--- config.mk ---
export PLATFORM = sky130hd
export DESIGN_NAME = sram_host
export DESIGN_NICKNAME = d
export VERILOG_FILES = /design/src/logic/sram_host_pkg.sv /design/src/logic/phase_timer_if.sv /design/src/logic/phase_timer.sv /design/src/logic/sram_host.sv
export SDC_FILE = /design/constraint.sdc
export NUM_CORES = 1
export LEC_CHECK = 0
export BUFFER_PORTS_ARGS = -buffer_cell sky130_fd_sc_hd__buf_2
export CAP_MARGIN = 0
export CORE_UTILIZATION = 42
export DETAILED_ROUTE_END_ITERATION = 8
export PLACE_DENSITY = 0.76
export REMOVE_ABC_BUFFERS = 1
export SLEW_MARGIN = 20
export SYNTH_ARGS = -nofsm -noshare
export SYNTH_HDL_FRONTEND = slang
export SYNTH_HIERARCHICAL = 1
export SYNTH_SLANG_ARGS = --single-unit
export TNS_END_PERCENT = 10
--- constraint.sdc ---
create_clock -name mclk -period 2 [get_ports mclk]
set_input_delay 0.6 -clock mclk [delete_from_list [all_inputs] [get_ports mclk]]
set_output_delay 0.6 -clock mclk [all_outputs]
set_load 0.02 [all_outputs]
--- src/logic/sram_host_pkg.sv ---
package sram_host_pkg;

    // ============================================================
    // Widths of the memory port and of the phase counter
    // ============================================================
    localparam int ADDR_W = 17;
    localparam int DATA_W = 16;
    localparam int LANE_W = 8;
    localparam int CNT_W  = 3;

    // ============================================================
    // Clock and timing figures in nanoseconds, fast and slow grade
    // ============================================================
    localparam int CLK_PERIOD_NS               = 25;
    localparam int READ_CYCLE_MIN_FAST_NS      = 55;
    localparam int READ_CYCLE_MIN_SLOW_NS      = 70;
    localparam int ADDRESS_ACCESS_TIME_FAST_NS = 55;
    localparam int ADDRESS_ACCESS_TIME_SLOW_NS = 70;
    localparam int WRITE_CYCLE_MIN_FAST_NS     = 55;
    localparam int WRITE_CYCLE_MIN_SLOW_NS     = 70;
    localparam int ADDRESS_TO_WRITE_END_FAST_NS  = 45;
    localparam int ADDRESS_TO_WRITE_END_SLOW_NS  = 60;
    localparam int BYTE_SEL_TO_WRITE_END_FAST_NS = 50;
    localparam int BYTE_SEL_TO_WRITE_END_SLOW_NS = 60;
    localparam int WRITE_DATA_SETUP_FAST_NS    = 25;
    localparam int WRITE_DATA_SETUP_SLOW_NS    = 30;
    localparam int STROBE_WIDTH_FAST_NS        = 40;
    localparam int STROBE_WIDTH_SLOW_NS        = 50;

    // ============================================================
    // Helpers for turning least times into whole clock cycles
    // ============================================================
    function automatic int cycles_min(input int ns);
        int c;
        c = (ns + CLK_PERIOD_NS - 1) / CLK_PERIOD_NS;
        return (c < 1) ? 1 : c;
    endfunction

    function automatic int max2(input int a, input int b);
        return (a > b) ? a : b;
    endfunction

    // The strobe low window must cover every setup figure measured to write end.
    localparam int WR_PULSE_FAST_NS = max2(max2(STROBE_WIDTH_FAST_NS, WRITE_DATA_SETUP_FAST_NS),
        max2(ADDRESS_TO_WRITE_END_FAST_NS, BYTE_SEL_TO_WRITE_END_FAST_NS));
    localparam int WR_PULSE_SLOW_NS = max2(max2(STROBE_WIDTH_SLOW_NS, WRITE_DATA_SETUP_SLOW_NS),
        max2(ADDRESS_TO_WRITE_END_SLOW_NS, BYTE_SEL_TO_WRITE_END_SLOW_NS));
    localparam int RD_WAIT_FAST_NS  = max2(ADDRESS_ACCESS_TIME_FAST_NS, READ_CYCLE_MIN_FAST_NS);
    localparam int RD_WAIT_SLOW_NS  = max2(ADDRESS_ACCESS_TIME_SLOW_NS, READ_CYCLE_MIN_SLOW_NS);

    localparam logic [CNT_W-1:0] WR_PULSE_FAST_CNT = CNT_W'(cycles_min(WR_PULSE_FAST_NS));
    localparam logic [CNT_W-1:0] WR_PULSE_SLOW_CNT = CNT_W'(cycles_min(WR_PULSE_SLOW_NS));
    localparam logic [CNT_W-1:0] RD_WAIT_FAST_CNT  = CNT_W'(cycles_min(RD_WAIT_FAST_NS));
    localparam logic [CNT_W-1:0] RD_WAIT_SLOW_CNT  = CNT_W'(cycles_min(RD_WAIT_SLOW_NS));
    localparam logic [CNT_W-1:0] CNT_ONE           = CNT_W'(1);
    localparam logic [CNT_W-1:0] CNT_ZERO          = CNT_W'(0);

    // ============================================================
    // Access sequencer states
    // ============================================================
    typedef enum logic [2:0] {
        ST_IDLE,
        ST_WR_SETUP,
        ST_WR_PULSE,
        ST_WR_END,
        ST_RD_WAIT,
        ST_RD_END
    } state_t;

endpackage

--- src/logic/phase_timer_if.sv ---
interface phase_timer_if;
    import sram_host_pkg::*;

    logic             load;
    logic [CNT_W-1:0] count;
    logic             done;

    modport owner (output load, output count, input done);
    modport timer (input load, input count, output done);
endinterface

--- src/logic/phase_timer.sv ---
module phase_timer
    import sram_host_pkg::*;
(
    input  wire logic   mclk,
    input  wire logic   rst_b,
    phase_timer_if.timer tmr
);

    logic [CNT_W-1:0] cnt_q;
    logic [CNT_W-1:0] cnt_d;

    // ============================================================
    // Down counter: loaded as a phase starts, done in its last cycle
    // ============================================================
    always_comb begin
        cnt_d = cnt_q;
        if (tmr.load) begin
            cnt_d = tmr.count;
        end else if (cnt_q != CNT_ZERO) begin
            cnt_d = cnt_q - CNT_ONE;
        end
    end

    always_ff @(posedge mclk or negedge rst_b) begin
        if (!rst_b) begin
            cnt_q <= CNT_ZERO;
        end else begin
            cnt_q <= cnt_d;
        end
    end

    // Done is combinational so the owner can leave the phase on the same edge.
    assign tmr.done = (cnt_q == CNT_ONE);

endmodule

--- src/logic/sram_host.sv ---
import sram_host_pkg::*;

// Functional notes
// - Array write happens only while select and strobe are both low.
// - The first of select or strobe rising ends the write.
// - Write data held stable from setup time before write end until it.
// - Address valid before write end; whole write cycle meets least length.
// - Byte selects held low long enough before write end.
// - Strobe write with drive low must stretch by float time plus setup.
// - Controller never drives the bus while the memory may drive it.
// - Write strobe stays high throughout every read.
// - Address is valid no later than select falling in a read.
module sram_host (
    input  wire logic                        mclk,
    input  wire logic                        rst_b,
    input  wire logic                        grade_slow,
    input  wire logic                        req_valid,
    input  wire logic                        req_write,
    input  wire logic [sram_host_pkg::ADDR_W-1:0] req_addr,
    input  wire logic [sram_host_pkg::DATA_W-1:0] req_wdata,
    input  wire logic [1:0]                  req_bytes,
    output logic                             req_ready_q,
    output logic                             rsp_valid_q,
    output logic [sram_host_pkg::DATA_W-1:0] rsp_rdata_q,
    output logic [sram_host_pkg::ADDR_W-1:0] word_address_q,
    output logic                             chip_sel_n_q,
    output logic                             write_strobe_n_q,
    output logic                             out_drive_n_q,
    output logic                             upper_byte_sel_n_q,
    output logic                             lower_byte_sel_n_q,
    input  wire logic [sram_host_pkg::DATA_W-1:0] data_bus_sample,
    output logic [sram_host_pkg::DATA_W-1:0] data_bus_value_q,
    output logic                             data_bus_en_q
);
    import sram_host_pkg::*;

    // ============================================================
    // State and pin registers
    // ============================================================
    state_t              state_q, state_d;
    logic                slow_q, slow_d;
    logic                ready_d, rsp_valid_d;
    logic [DATA_W-1:0]   rdata_d, wdata_d;
    logic [ADDR_W-1:0]   addr_d;
    logic                cs_n_d, we_n_d, oe_n_d, ub_n_d, lb_n_d, den_d;

    phase_timer_if tmr ();

    phase_timer u_timer (
        .mclk  (mclk),
        .rst_b (rst_b),
        .tmr   (tmr)
    );

    // Decode of the states in which the memory is selected.
    function automatic logic selected(input state_t s);
        return (s == ST_WR_SETUP) || (s == ST_WR_PULSE) || (s == ST_RD_WAIT);
    endfunction

    // Decode of the states in which our data drivers are on.
    function automatic logic driving(input state_t s);
        return (s == ST_WR_PULSE) || (s == ST_WR_END);
    endfunction

    // ============================================================
    // Sequencer next state
    // ============================================================
    // A write goes setup, strobe pulse, end; a read goes wait, end. The
    // sequencer always passes through idle after a write so our drivers are
    // off for a cycle before output drive can fall again.
    always_comb begin
        state_d     = state_q;
        slow_d      = slow_q;
        addr_d      = word_address_q;
        wdata_d     = data_bus_value_q;
        rdata_d     = rsp_rdata_q;
        ub_n_d      = upper_byte_sel_n_q;
        lb_n_d      = lower_byte_sel_n_q;
        rsp_valid_d = 1'b0;
        tmr.load    = 1'b0;
        tmr.count   = CNT_ZERO;
        case (state_q)
            ST_IDLE: begin
                if (req_valid && req_ready_q) begin
                    slow_d = grade_slow;
                    addr_d = req_addr;
                    ub_n_d = !req_bytes[1];
                    lb_n_d = !req_bytes[0];
                    if (req_write) begin
                        wdata_d = req_wdata;
                        state_d = ST_WR_SETUP;
                    end else begin
                        tmr.load  = 1'b1;
                        tmr.count = grade_slow ? RD_WAIT_SLOW_CNT : RD_WAIT_FAST_CNT;
                        state_d   = ST_RD_WAIT;
                    end
                end
            end
            ST_WR_SETUP: begin
                tmr.load  = 1'b1;
                tmr.count = slow_q ? WR_PULSE_SLOW_CNT : WR_PULSE_FAST_CNT;
                state_d   = ST_WR_PULSE;
            end
            ST_WR_PULSE: begin
                if (tmr.done) begin
                    state_d = ST_WR_END;
                end
            end
            ST_WR_END: begin
                state_d = ST_IDLE;
            end
            ST_RD_WAIT: begin
                if (tmr.done) begin
                    rdata_d     = data_bus_sample;
                    rsp_valid_d = 1'b1;
                    state_d     = ST_RD_END;
                end
            end
            ST_RD_END: begin
                state_d = ST_IDLE;
            end
            default: begin
                state_d = ST_IDLE;
            end
        endcase
    end

    // ============================================================
    // Pin levels follow the next state so every pin is a flip-flop
    // ============================================================
    // Select and strobe rise on the same edge at write end, so the write
    // is closed by both at once and the memory stays floating afterwards.
    always_comb begin
        cs_n_d  = !selected(state_d);
        we_n_d  = (state_d != ST_WR_PULSE);
        oe_n_d  = (state_d != ST_RD_WAIT);
        den_d   = driving(state_d);
        ready_d = (state_d == ST_IDLE);
    end

    always_ff @(posedge mclk or negedge rst_b) begin
        if (!rst_b) begin
            state_q            <= ST_IDLE;
            slow_q             <= 1'b0;
            req_ready_q        <= 1'b0;
            rsp_valid_q        <= 1'b0;
            rsp_rdata_q        <= '0;
            word_address_q     <= '0;
            chip_sel_n_q       <= 1'b1;
            write_strobe_n_q   <= 1'b1;
            out_drive_n_q      <= 1'b1;
            upper_byte_sel_n_q <= 1'b1;
            lower_byte_sel_n_q <= 1'b1;
            data_bus_value_q   <= '0;
            data_bus_en_q      <= 1'b0;
        end else begin
            state_q            <= state_d;
            slow_q             <= slow_d;
            req_ready_q        <= ready_d;
            rsp_valid_q        <= rsp_valid_d;
            rsp_rdata_q        <= rdata_d;
            word_address_q     <= addr_d;
            chip_sel_n_q       <= cs_n_d;
            write_strobe_n_q   <= we_n_d;
            out_drive_n_q      <= oe_n_d;
            upper_byte_sel_n_q <= ub_n_d;
            lower_byte_sel_n_q <= lb_n_d;
            data_bus_value_q   <= wdata_d;
            data_bus_en_q      <= den_d;
        end
    end
endmodule

==> results.sh <==
export IMPL_die_area_um2=6540
export IMPL_rows=28
export IMPL_yosysTopAreaCell="dfrtp_1"
export IMPL_worstPathArrival_ns=2.05
export IMPL_leakage_uw=0.001784
export IMPL_drive_above_1_share=0.6459
export IMPL_grtUsageTotal=0.1649
export IMPL_synth_ff_type="dfrtp_1"
export IMPL_cts_tree="built"
export IMPL_r2r_start="u_timer/cnt_q[1]"
export IMPL_synth_avg_cell_area_um2=14.93
export IMPL_r2r_end="rsp_rdata_q[3]"
export IMPL_yosysWarnings=6
export IMPL_cp_slowest_cell="dfrtp_1"
export IMPL_avgRoutedWirePerCell_um=13.15
export IMPL_ff2ff_setup_slack_ns=0.17
export IMPL_place_gp_congestion=0.7579
export IMPL_ctsLongestPathBuffers=2
export IMPL_crit_type="reg -> reg"
export IMPL_cp_top_family="simple AND/OR/NAND/NOR gates"
export IMPL_drt_initial_drc_count=34
export IMPL_port_buffers=112
export IMPL_cts_root_buffer="clkbuf_8"
export IMPL_start_util=0.4387
export IMPL_async_flop_share=1.000
export IMPL_skew_ns=0.009405
export IMPL_place_ws_ns=-0.01302
export IMPL_cts_made_buffers=9
export IMPL_synth_edf_count=0
export IMPL_end_kind="flip-flop"
export IMPL_overflow=0
export IMPL_cts_resized=0
export IMPL_vias_per_cell=4.758
export IMPL_path_buf_inv=2
export IMPL_fin_ws_ns=0.1656
export IMPL_io_pins=113
export IMPL_post_cts_setup_buffers=0
export IMPL_startpoint_type="flip-flop"
export IMPL_cts_hold_buf=0
export IMPL_grt_pass1_wl_um=8066
export IMPL_slowest_delay_ns=0.38
export IMPL_yosysTopAreaCellShare=0.5651
export IMPL_die_y_um=80.87
export IMPL_dp_final_hpwl_um=3498
export IMPL_path_max_fanout=12
export IMPL_cts_sinks=64
export IMPL_drv_cap=0
export IMPL_routed_wl_um=4996
export IMPL_firstDrtPassIters=4
export IMPL_yosysUniqueCellTypes=36
export IMPL_h_tree_depth=3
export IMPL_antenna_found_initial=0
export IMPL_synth_area_top_cells="dfrtp_1 (57%), mux2_2 (22%), dfstp_2 (5.0%), ha_1 (1.4%), buf_6 (1.3%)"
export IMPL_grt_pass1_vias=1837
export IMPL_critical_path_cell_chain="inv_1 -> ha_1 -> and2b_2 -> nand2b_4 -> nor3b_4 -> buf_4 -> mux2_2"
export IMPL_hold_path_class="in -> async"
export IMPL_fin_nets=359
export IMPL_drv_slew=0
export IMPL_finalSetupViolations=0
export IMPL_ys_seq_area_frac=0.6154
export IMPL_required_ns=2.21
export IMPL_utilization=0.5985
export IMPL_rsz0062_at_grt="false"
export IMPL_fin_crit_ns=1.834
export IMPL_grt_max_degree=65
export IMPL_synth_seq_cells=64
export IMPL_syn_cell_area_um2=2613
export IMPL_power_density_nw_per_um2=1787
export IMPL_clk_insertion_delay_late_ns=0.33
export IMPL_r2r_cells=7
export IMPL_die_w_um=80.87
export IMPL_drcViolationCount=0
export IMPL_insertedDiodeCount=0
export IMPL_yosysMostFrequentCell="dfrtp_1"
export IMPL_ant_nets=0
export IMPL_finalHoldViolCount=0
export IMPL_vias=1808
export IMPL_ir_worst_vdd_mv=0.9611
export IMPL_clock_fmax_mhz=545.1
export IMPL_area_growth_pct=36.45
export IMPL_finalCritPeriodShare=0.9172
export IMPL_clk_transition_reported_paths_ns=0.07
export IMPL_synthCells=175
export IMPL_status="finished clean"
export IMPL_coreArea_um2=5956
export IMPL_synth_common_cells="dfrtp_1 (59), mux2_2 (50), inv_1 (6), nor2_1 (6), dfstp_2 (5)"
metal layers:
layer	vias up	track usage	wire (um)
li1	854	-	-
met1	871	0.1846	2081
met2	74	0.2731	2477
met3	9	0.05618	365
met4	0	0.09464	70
met5	-	0	0
state kept, by name, summed over array words and instances (netlist names), 3 cells and up:
signal / cells
word_address_q: 17
data_bus_value_q: 16
rsp_rdata_q: 16
state_q: 3
u_timer/cnt_q: 3
cell families (layout without fill, tap and decap cells):
kind of cell | after synthesis | in the layout | synth area share
AND/OR/NAND/NOR | 29 | 29 | 0.08047
other | 1 | 1 | 0.001435
adder cells (fa/ha/maj) | 3 | 3 | 0.01437
multiplexers | 53 | 53 | 0.2270
buffers and inverters | 14 | 144 | 0.03161
XOR/XNOR | 2 | 2 | 0.006706
AO/OA/AOI/OAI | 9 | 9 | 0.02299
flip-flops | 64 | 64 | 0.6154
how the worst max path moves through the flow:
| stage | from | endpoint | slack (ns) | cells after the start |
|---|---|---|---|---|
| final | u_timer/cnt_q[1] | rsp_rdata_q[3] | 0.17 | 7 |
| after global routing | u_timer/cnt_q[1] | rsp_rdata_q[10] | 0.09 | 7 |
| after CTS | u_timer/cnt_q[1] | rsp_rdata_q[8] | 0.12 | 7 |
| after detailed placement | req_valid | u_timer/cnt_q[1] | -0.01 | 7 |
| after global placement | req_valid | u_timer/cnt_q[0] | 0.06 | 7 |
| after floorplan | req_valid | u_timer/cnt_q[0] | 0.005 | 5 |
report_power, final:
| part | switching (uW) | total (uW) | internal [uW] | leakage [uW] |
|---|---|---|---|---|
| Sequential | 297 | 2260 | 1960 | 0.000771 |
| Clock | 485 | 1350 | 863 | 0.000124 |
| Combinational | 1520 | 2770 | 1250 | 0.000889 |
layout by cell type (no fill, tap or decap), types with 5 or more instances in the layout:
cell	synthesis	final
clkbuf_8	0	10
dfstp_2	5	5
inv_1	6	6
buf_4	1	7
mux2_2	50	50
dfrtp_1	59	59
buf_2	3	112
nor2_1	6	6
layout make-up:
| class | count | area, um2 |
|---|---|---|
| timing repair buffer | 122 | 673.1 |
| fill | 497 | 2391 |
| clock buffer | 11 | 141.4 |
| inverter | 6 | 22.52 |
| clock inverter | 5 | 103.9 |
| sequential | 64 | 1608 |
| tap | 75 | 93.84 |
| multi-input combinational | 97 | 922.1 |
worst register-to-register path, stage by stage (launching register included):
cell,delay (ns)
dfrtp_1,0.38
inv_1,0.12
ha_1,0.15
and2b_2,0.19
nand2b_4,0.07
nor3b_4,0.22
buf_4,0.23
mux2_2,0.35
stage by stage:
stage          cell area, um2  hold slack, ns  cells  TNS (ns)  power, uW
2_1_floorplan            2552          0.3044    167         0       4079
3_3_place_gp             3319          0.4541    364         0       4973
3_5_place_dp             3319          0.4699    364  -0.01302       5067
4_1_cts                  3565          0.2798    380         0       6455
5_1_grt                  3565          0.2940    380         0       6762
6_report                 3565          0.2742    380         0       6371
(Power assumes the default switching activity.)
